File: src/inc/pbc_cfg.svh
/*
 Bit positions, reset values and timing counts for the transceiver basic
 control register block. Assumes inclusion by bare name from inc/.
*/
`ifndef PBC_CFG_SVH
`define PBC_CFG_SVH

`define PBC_BIT_SPEED       13
`define PBC_BIT_AN_EN       12
`define PBC_BIT_PWR_DWN     11
`define PBC_BIT_AN_RESTART  9
`define PBC_BIT_DUPLEX      8
`define PBC_BIT_COL_TEST    7

`define PBC_RST_PWR_DWN     1'h0
`define PBC_RST_AN_RESTART  1'h0
`define PBC_RST_COL_TEST    1'h0
`define PBC_RST_EXT_SPEED   1'h1
`define PBC_RST_EXT_AN_EN   1'h0
`define PBC_RST_EXT_DUPLEX  1'h0

`define PBC_CLK_PERIOD_NS   10
`define PBC_TICK_NS         1000000
`define PBC_AN_TIMEOUT_MS   3000

`endif

File: src/inc/pbc_pkg.sv
/*
 Types shared by the basic control block and its negotiation sequencer.
 Assumes pbc_cfg.svh supplies the numeric constants.
*/
package pbc_pkg;

   typedef enum logic [1:0] {
      PBC_NEG_IDLE = 2'b00,
      PBC_NEG_BUSY = 2'b01,
      PBC_NEG_DONE = 2'b10
   } pbc_neg_state_t;

   typedef struct packed {
      logic ok;
      logic speed_100;
      logic full_duplex;
   } pbc_partner_t;

   typedef struct packed {
      logic speed_100;
      logic full_duplex;
      logic power_down;
      logic collision;
   } pbc_link_cfg_t;

   typedef struct packed {
      logic speed_select;
      logic autoneg_enable;
      logic power_down;
      logic autoneg_restart;
      logic duplex_select;
      logic collision_test_enable;
      logic [15:0] rdata;
   } pbc_ctrl_state_t;

   typedef struct packed {
      pbc_neg_state_t state;
      logic [31:0]    tick_cnt;
      logic [31:0]    ms_cnt;
      logic           complete;
      logic           speed_100;
      logic           full_duplex;
   } pbc_neg_reg_t;

endpackage : pbc_pkg

File: src/hdl/pbc_negotiator.sv
/*
 Auto-negotiation sequencer: runs after a start pulse, takes the partner
 result or falls back after a timeout, then raises the complete flag.
 Assumes mclk at 100 MHz and a synchronous active-high reset.
*/
`timescale 1ns/1ns
`default_nettype none
`include "pbc_cfg.svh"

module pbc_negotiator #(
   parameter int unsigned TICK_CYC   = `PBC_TICK_NS / `PBC_CLK_PERIOD_NS,
   parameter int unsigned TIMEOUT_MS = `PBC_AN_TIMEOUT_MS
) (
   input  wire logic                  mclk,
   input  wire logic                  rst,
   input  wire logic                  start,
   input  wire logic                  enable,
   input  wire pbc_pkg::pbc_partner_t partner,
   output logic                       complete,
   output logic                       speed_100,
   output logic                       full_duplex
);
   import pbc_pkg::*;

   pbc_neg_reg_t r_q;
   pbc_neg_reg_t r_d;

   always_comb begin
      r_d = r_q;
      // Millisecond enable from a divider
      if (r_q.state == PBC_NEG_BUSY) begin
         if (r_q.tick_cnt >= TICK_CYC - 1) begin
            r_d.tick_cnt = 32'h0;
            r_d.ms_cnt   = r_q.ms_cnt + 32'h1;
         end else begin
            r_d.tick_cnt = r_q.tick_cnt + 32'h1;
         end
      end
      case (r_q.state)
         PBC_NEG_IDLE: begin
            if (start && enable) begin
               r_d.state    = PBC_NEG_BUSY;
               r_d.tick_cnt = 32'h0;
               r_d.ms_cnt   = 32'h0;
            end
         end
         PBC_NEG_BUSY: begin
            if (partner.ok) begin
               r_d.state       = PBC_NEG_DONE;
               r_d.complete    = 1'b1;
               r_d.speed_100   = partner.speed_100;
               r_d.full_duplex = partner.full_duplex;
            end else if (r_q.ms_cnt >= TIMEOUT_MS) begin
               // Silent partner: lowest common mode
               r_d.state       = PBC_NEG_DONE;
               r_d.complete    = 1'b1;
               r_d.speed_100   = 1'b0;
               r_d.full_duplex = 1'b0;
            end
         end
         PBC_NEG_DONE: begin
            if (start && enable) begin
               r_d.state    = PBC_NEG_BUSY;
               r_d.complete = 1'b0;
               r_d.tick_cnt = 32'h0;
               r_d.ms_cnt   = 32'h0;
            end
         end
         default: begin
            r_d.state = PBC_NEG_IDLE;
         end
      endcase
      // Disable or power down aborts and drops the complete flag; speed and duplex keep their values
      if (!enable) begin
         r_d.state    = PBC_NEG_IDLE;
         r_d.complete = 1'b0;
      end
   end

   always_ff @(posedge mclk) begin
      if (rst) begin
         r_q <= '0;
      end else begin
         r_q <= r_d;
      end
   end

   assign complete    = r_q.complete;
   assign speed_100   = r_q.speed_100;
   assign full_duplex = r_q.full_duplex;

endmodule : pbc_negotiator
`default_nettype wire

File: src/hdl/pbc_ctrl.sv
/*
 Lower fields of the transceiver basic control register for one internal
 transceiver port, with strap-derived reset values and negotiation hookup.
 Assumes a management engine outside drives the register port, and that
 straps and mode inputs are stable while rst is high.
*/
// Summary of operation
// - With negotiation off, bit 13 picks 10 Mbps (0) or 100 Mbps (1).
// - Bit 12 enables negotiation, which then overrides manual speed and duplex.
// - Bit 11 written 1 enters general power down and written 0 leaves it.
// - After power down clears, negotiation may run and on finishing sets the complete flag.
// - Writing 1 to bit 9 restarts negotiation unless one is already running, and the bit clears itself.
// - With negotiation off, bit 8 picks half (0) or full (1) duplex.
// - Bit 7 set forces the collision indication during every transmission.
// - First port in an external mode resets the speed bit to 1 regardless of straps.
// - Otherwise the speed bit resets to the negotiation strap OR the speed strap.
// - Negotiation enable resets to 0 in external mode, else to the negotiation strap.
// - Duplex resets to 0 in external mode, else to NOT negotiation strap AND duplex strap.
`timescale 1ns/1ns
`default_nettype none
`include "pbc_cfg.svh"

module pbc_ctrl #(
   parameter int unsigned PORT_NUM   = 1,
   parameter int unsigned TICK_CYC   = `PBC_TICK_NS / `PBC_CLK_PERIOD_NS,
   parameter int unsigned TIMEOUT_MS = `PBC_AN_TIMEOUT_MS
) (
   input  wire logic                  mclk,
   input  wire logic                  rst,
   input  wire logic                  reg_wr,
   input  wire logic [15:0]           reg_wdata,
   output logic      [15:0]           reg_rdata,
   input  wire logic                  external_mode,
   input  wire logic                  autoneg_strap,
   input  wire logic                  speed_strap,
   input  wire logic                  duplex_strap,
   input  wire logic                  tx_active,
   input  wire logic                  line_collision,
   input  wire pbc_pkg::pbc_partner_t partner,
   output pbc_pkg::pbc_link_cfg_t     link_cfg,
   output logic                       autoneg_complete
);
   import pbc_pkg::*;

   pbc_ctrl_state_t st_q;
   pbc_ctrl_state_t st_d;

   logic ext_q;
   logic neg_start;
   logic neg_enable;
   logic neg_complete;
   logic neg_100;
   logic neg_full;
   logic an_rise;
   logic pwr_fall;

   // Writable field mask; everything else is read-only zero
   function automatic logic [15:0] writable_mask();
      logic [15:0] m;
      m = 16'h0000;
      m[`PBC_BIT_SPEED]      = 1'b1;
      m[`PBC_BIT_AN_EN]      = 1'b1;
      m[`PBC_BIT_PWR_DWN]    = 1'b1;
      m[`PBC_BIT_AN_RESTART] = 1'b1;
      m[`PBC_BIT_DUPLEX]     = 1'b1;
      m[`PBC_BIT_COL_TEST]   = 1'b1;
      return m;
   endfunction : writable_mask

   // Pack the fields into register layout
   function automatic logic [15:0] pack_fields(input pbc_ctrl_state_t s);
      logic [15:0] v;
      v = 16'h0000;
      v[`PBC_BIT_SPEED]      = s.speed_select;
      v[`PBC_BIT_AN_EN]      = s.autoneg_enable;
      v[`PBC_BIT_PWR_DWN]    = s.power_down;
      v[`PBC_BIT_AN_RESTART] = s.autoneg_restart;
      v[`PBC_BIT_DUPLEX]     = s.duplex_select;
      v[`PBC_BIT_COL_TEST]   = s.collision_test_enable;
      return v & writable_mask();
   endfunction : pack_fields

   // External mode only exists on the first port
   always_comb begin
      ext_q = (PORT_NUM == 1) && external_mode;
   end

   // Negotiation start events
   always_comb begin
      an_rise  = reg_wr && reg_wdata[`PBC_BIT_AN_EN] && !st_q.autoneg_enable;
      pwr_fall = reg_wr && !reg_wdata[`PBC_BIT_PWR_DWN] && st_q.power_down;
   end

   // Power down also holds negotiation off, whatever bit 12 says
   assign neg_enable = st_q.autoneg_enable && !st_q.power_down;

   // Negotiation starts from the self-clearing restart bit (bit 9)
   assign neg_start = st_q.autoneg_restart;

   always_comb begin
      st_d = st_q;
      if (st_q.autoneg_restart) begin
         st_d.autoneg_restart = 1'b0;
      end
      if (reg_wr) begin
         st_d.speed_select          = reg_wdata[`PBC_BIT_SPEED];
         st_d.autoneg_enable        = reg_wdata[`PBC_BIT_AN_EN];
         st_d.power_down            = reg_wdata[`PBC_BIT_PWR_DWN];
         st_d.duplex_select         = reg_wdata[`PBC_BIT_DUPLEX];
         st_d.collision_test_enable = reg_wdata[`PBC_BIT_COL_TEST];
         // Restart request, set wins over self clear
         if (reg_wdata[`PBC_BIT_AN_RESTART]) begin
            st_d.autoneg_restart = 1'b1;
         end
      end
      // Enabling or waking starts negotiation too
      if (an_rise || (pwr_fall && reg_wdata[`PBC_BIT_AN_EN])) begin
         st_d.autoneg_restart = 1'b1;
      end
      st_d.rdata = pack_fields(st_d);
   end

   always_ff @(posedge mclk) begin
      if (rst) begin
         st_q.speed_select          <= ext_q ? `PBC_RST_EXT_SPEED
                                             : (autoneg_strap | speed_strap);
         st_q.autoneg_enable        <= ext_q ? `PBC_RST_EXT_AN_EN : autoneg_strap;
         st_q.duplex_select         <= ext_q ? `PBC_RST_EXT_DUPLEX
                                             : (!autoneg_strap & duplex_strap);
         st_q.power_down            <= `PBC_RST_PWR_DWN;
         st_q.collision_test_enable <= `PBC_RST_COL_TEST;
         // Strap-enabled negotiation starts once out of reset
         st_q.autoneg_restart       <= ext_q ? `PBC_RST_AN_RESTART : autoneg_strap;
         st_q.rdata                 <= 16'h0000;
      end else begin
         st_q <= st_d;
      end
   end

   pbc_negotiator #(
      .TICK_CYC   (TICK_CYC),
      .TIMEOUT_MS (TIMEOUT_MS)
   ) u_neg (
      .mclk        (mclk),
      .rst         (rst),
      .start       (neg_start),
      .enable      (neg_enable),
      .partner     (partner),
      .complete    (neg_complete),
      .speed_100   (neg_100),
      .full_duplex (neg_full)
   );

   always_comb begin
      // Manual speed used only with negotiation off
      link_cfg.speed_100   = st_q.autoneg_enable ? neg_100 : st_q.speed_select;
      link_cfg.full_duplex = st_q.autoneg_enable ? neg_full : st_q.duplex_select;
      link_cfg.power_down  = st_q.power_down;
      link_cfg.collision   = line_collision
                             || (st_q.collision_test_enable && tx_active);
   end

   assign reg_rdata        = st_q.rdata;
   assign autoneg_complete = neg_complete;

endmodule : pbc_ctrl
`default_nettype wire

File: config.mk
export PLATFORM = sky130hd
export DESIGN_NAME = pbc_ctrl
export DESIGN_NICKNAME = d
export VERILOG_FILES = /design/src/inc/pbc_pkg.sv /design/src/hdl/pbc_negotiator.sv /design/src/hdl/pbc_ctrl.sv
export VERILOG_INCLUDE_DIRS = /design/src /design/src/inc
export SDC_FILE = /design/constraint.sdc
export NUM_CORES = 1
export LEC_CHECK = 0
export BUFFER_PORTS_ARGS = -buffer_cell sky130_fd_sc_hd__buf_2
export CAP_MARGIN = 20
export CORE_UTILIZATION = 52
export CTS_BUF_LIST = sky130_fd_sc_hd__clkbuf_16
export DETAILED_ROUTE_END_ITERATION = 6
export PLACE_DENSITY = 0.71
export REMOVE_ABC_BUFFERS = 1
export SLEW_MARGIN = 20
export SYNTH_ARGS = -nofsm -noshare
export SYNTH_HDL_FRONTEND = slang
export SYNTH_SLANG_ARGS = --single-unit
File: constraint.sdc
create_clock -name mclk -period 2.75 [get_ports mclk]
set_input_delay 0.275 -clock mclk [delete_from_list [all_inputs] [get_ports mclk]]
set_output_delay 0.275 -clock mclk [all_outputs]
set_load 0.01 [all_outputs]
; Word level (Yosys, flattened, before mapping)
; Index checks and enable logic that the tools add are counted.
[totals]
out_inout_bits = 21
register_bits = 91
[op_classes]
add_sub_neg = 2
bitwise = 3
mux = 21
order_cmp = 2
reduce_logical = 21
n_eq_ne = 5
[op_table]
columns = cell, n
row1 = 64-bit case mux with 2 select lines, 1
row2 = 67-bit two-way mux, 1
row3 = 66-bit two-way mux, 1
row4 = "32-bit by 1-bit adder with 32-bit output, second input constant", 2
row5 = 32-bit two-way mux, 2
row6 = 64-bit two-way mux, 1
row7 = "32-bit by 12-bit greater-or-equal comparator with 1-bit output, second input constant", 1
row8 = "32-bit by 17-bit greater-or-equal comparator with 1-bit output, second input constant", 1
row9 = 22-bit two-way mux, 1
row10 = 1-bit logical AND, 8
row11 = 1-bit two-way mux, 7
row12 = 3-bit two-way mux, 2
row13 = 6-bit two-way mux, 1
row14 = 2-bit case mux with 3 select lines, 1
row15 = 3-bit AND reduction, 2
row16 = 1-bit logical NOT, 4
row17 = 2-bit two-way mux, 2
row18 = "2-bit by 1-bit inequality test with 1-bit output, second input constant", 2
row19 = 2-bit nonzero test, 2
row20 = "3-bit inequality test, second input constant", 1
row21 = "2-bit by 1-bit == test with 1-bit output, second input constant", 1
row22 = "2-bit == test, second input constant", 1
row23 = 2-bit logical NOT, 1
row24 = 1-bit logical OR, 2
row25 = other kinds (6), 6

; Depth between registers and ports, before layout
[depth]
ltp_word = 7
mapped_depth = 9

; By module
; From an unflattened synthesis, not the netlist that was laid out.
[unflattened]
hier_cells = 440
area_unflattened_um2 = 3797.4
[modules_own_cells]
columns = mod, instances, area_per_inst_um2, cells_each, seq_area_each_um2
row1 = pbc_negotiator, 1, 3248.1, 385, 1381.3
row2 = pbc_ctrl, 1, 549.3, 55, 200.2

; Least setup slack after synthesis
; No wires, ideal clock.
[synth_path]
path_type = register to register
startpoint = register u_neg.r_q[35] in the netlist's numbering
endpoint = register u_neg.r_q[31] in the netlist's numbering
arrival_ns = 1.993
setup_slack_ns = 0.686
synth_period_minus_slack_ns = 2.064
stages_incl_launch_ff = 7
n_path_buf = 0
required_time_ns = 2.680
setup_time_ns = 0.070
cell_sequence = dfxtp_1 -> ha_1 -> nand4_1 -> a2111oi_4 -> nor3_1 -> or4b_2 -> a21oi_1
[synth_between]
elab_chain_len = 5
word_cells_on_any_way = 6
[synth_lines]
columns = element, line_no
row1 = "start, declared", pbc_negotiator.sv:25  ; pbc_neg_reg_t r_q;
row2 = "start signal, assigned", pbc_negotiator.sv:84  ; r_q <= r_d;
row3 = 32-bit by 17-bit greater-or-equal comparator with 1-bit output *, pbc_negotiator.sv:32  ; if (r_q.tick_cnt >= TICK_CYC - 1) begin
row4 = 32-bit two-way mux *, pbc_negotiator.sv:32
row5 = 64-bit two-way mux *, pbc_negotiator.sv:31  ; if (r_q.state == PBC_NEG_BUSY) begin
row6 = 67-bit two-way mux / 66-bit two-way mux (equally long branches), "pbc_negotiator.sv:62, pbc_negotiator.sv:41"
row7 = 64-bit case mux with 2 select lines *, pbc_negotiator.sv:39  ; case (r_q.state)
; Mark *: on every way between the ends. The rest lies on a longest branch, timed or not. The select of a mux whose other input is x is not followed.
; A chain may end at the register's enable or synchronous reset.

; Worst setup path in the final report
[layout_path]
startpoint = register u_neg.r_q[15] in the netlist's numbering
endpoint = register u_neg.r_q[34] in the netlist's numbering
[layout_between]
elab_chain_len = 5
word_cells_on_any_way = 6
[layout_lines]
columns = element, line_no
row1 = 32-bit by 1-bit adder with 32-bit output *, pbc_negotiator.sv:34  ; r_d.ms_cnt = r_q.ms_cnt + 32'h1;
row2 = 32-bit two-way mux *, pbc_negotiator.sv:32
row3 = 64-bit two-way mux *, pbc_negotiator.sv:31
row4 = 67-bit two-way mux / 66-bit two-way mux (equally long branches), "pbc_negotiator.sv:62, pbc_negotiator.sv:41"
row5 = 64-bit case mux with 2 select lines *, pbc_negotiator.sv:39
; Marks and branches as above.

==> metrics.cfg <==
[outcome]
status = completed

[floorplan]
fp-row-count = 30
io_pins = 49
core_um2 = 6940
die_w_um = 87.9
start_util_pct = 55.3
dieArea_um2 = 7730
die_h_um = 87.9

[worst_hold_path]
hold_path.class = input pin to register

[worst_setup_path]
cp-start-kind = register
critPathMaxFanout = 9
reg2reg_slack_ps = 270
worstPathRequired_ps = 3010
critical_path_class = register to register
cp.arrival_ps = 2730
cp-end-kind = register

[routing]
drt_iter0_drc = 178
wl_per_cell_um = 13.7
totalWireLength_mm = 7.98
vias = 3325
remaining_drc_errors = 0
ant_nets = 0
first_pass_iters = 4
vias_per_cell = 5.69

[final_layout]
multi_input_area_um2 = 2060
fin_util_pct = 61.9
drive_gt1_share_pct = 12.9
antenna_cells = 0
ff_latch_area_um2 = 1580
fin_nets = 514
syn_to_final_growth_pct = 12.0
nFillCells = 622

[clock_network]
cts_sinks = 79
postCtsSetupBuffers = 0
htreeDepth = 3
cts_tree = done
cts_hold_buffers = 0
numCtsBuffers = 9
cts_resized = 0
clkTransAtPathRegs_ps = 60
insertion_delay_ps = 340
cts_buffer_depth = 2
root_buffer = clkbuf_16

[sta]
hold_viol_final = 0
drv_slew = 0
finalCriticalPeriod_ps = 2480
post-route-period-util_pct = 90.0
max_freq_mhz = 404
max_slew_margin_pct = 48.9
skew_ps = 6.54
worst_pin_slew_ps = 760
final.setup.tns_ps = 0
rsz0062_at_grt = no
finalSetupViolations = 0

[pwr]
leakage_nw = 1.44
p_int_w = 0.00190
clkPwrFrac_pct = 48.7
power.switching_w = 0.000560
ir_drop_v = 0.000348
powerDensity_nw_per_um2 = 571
power.total_w = 0.00246
power_frac_seq_pct = 47.4
switching_share_pct = 22.8
p_comb_share_pct = 3.9

[yosys]
synth.avg_cell_area_um2 = 8.27
netlist_area_um2 = 3840
ys.flop_type = dfxtp_1
synth_area_leaders = dfxtp_1 (41%), nor2_1 (5.3%), a21oi_1 (5.0%), xor2_1 (4.8%), nand4_1 (3.7%)
netlist_instances = 464
async_flop_share_pct = 0
synth_top_cell_area_share_pct = 41.2
synth-seq-cells = 79
ys_warn_count = 0
ys_top_cells_by_count = dfxtp_1 (79), nor2_1 (54), a21oi_1 (38)
yosys.area.top_type = dfxtp_1
synth_edf_count = 0
synth_seq_area_share_pct = 41.2
ys_types = 45
yosys.cell_count.top_type = dfxtp_1

[grt]
grt_pass1_vias = 3032
grt_usage_pct = 22.3
grt_pass1_wl_mm = 13.4
overflow = 0
grt_max_degree = 47
antenna_found_initial = 0

[flow_run]
max_cap_violations = 0

[placement]
port_buffers = 28
routabilityCongestion = 0.798
hpwl_mm = 5.37

==> state kept, by name (all words and copies together) (netlist names), named ones only <==
signal	cells
u_neg.speed_100	1
u_neg.r_q	66
st_q	3
reg_rdata	4
u_neg.full_duplex	1
neg_start	1
u_neg.complete	1
==> power groups by stage <==
stage	Sequential [W]	Clock (W)	Combinational, W
floorplan	0.00119	0	0.0000507
global placement	0.00119	0	0.0000957
detailed placement	0.00119	0	0.0000967
CTS	0.00116	0.00121	0.0000970
global route	0.00117	0.00125	0.000107
finish	0.00116	0.00119	0.0000963
==> per-stage QoR <==
step / instance area, um^2 / instances / hold slack (ps) / setup WS (ps)
after floorplan: 3660 / 437 / 344 / -1780
after detailed placement: 3990 / 568 / 445 / 319
final: 4300 / 584 / 171 / 274
after CTS: 4290 / 584 / 171 / 294
after global placement: 3990 / 568 / 441 / 391
after global routing: 4300 / 584 / 168 / 93.1
==> routing by layer <==
metal / track usage, % / vias up / part of all wire, %
met4: 7.60 / 0 / 1.6
met1: 27.0 / 1544 / 46
met5: 0 / - / 0
met3: 7.45 / 13 / 4.1
li1: - / 1700 / -
met2: 37.2 / 68 / 48
==> worst paths after layout <==
check | depth (start not counted) | startpoint | end
worst max-delay path | 5 | u_neg.r_q[15]$_SDFF_PP0_ | u_neg.r_q[34]$_SDFF_PP0_
worst min-delay path | 3 | reg_wdata[7] | register
worst max register to register | 5 | u_neg.r_q[15]$_SDFF_PP0_ | u_neg.r_q[34]$_SDFF_PP0_
worst min register to register | 2 | u_neg.speed_100$_SDFFE_PP0P_ | u_neg.speed_100$_SDFFE_PP0P_
==> layout by cell type (no fill, tap or decap), types with 6 or more instances in the layout <==
cell type / count
buf_4: 7
inv_1: 13
nand2_1: 37
xnor2_1: 6
o21ai_0: 13
nor4_1: 12
buf_2: 28
or4_1: 18
or3_1: 12
nand4_1: 23
clkbuf_16: 9
nor2_1: 54
a21oi_1: 38
dfxtp_1: 79
xor2_1: 21
nand3_1: 27
conb_1: 10
o31ai_1: 18
nor3_1: 8
==> kinds of logic (layout without fill, tap and decap cells) <==
group	after synthesis	in the layout	share of synthesized area, %
other cells	1	10	0.0977
simple gates	213	213	28.9
mux	7	7	1.89
fa+ha+maj	3	3	0.978
flops	79	79	41.2
buf+inv	48	63	6.58
xor+xnor	27	27	6.16
compound gates	86	86	14.2
==> critical path, stage by stage (launching register included) <==
cell,delay [ps]
dfxtp_1,420
nand3_1,250
nor4_1,650
o311ai_2,370
or4_1,550
a21oi_1,160
==> area by class of cell <==
type                       count  share of cell area [%]
sequential                    79                    36.8
timing repair buffer          35                    4.48
clock buffer                   9                    5.24
inverter                      12                    1.05
tap                           96                    2.79
clock inverter                 7                    1.72
multi-input combinational    346                    47.9
(Power assumes the default switching activity.)
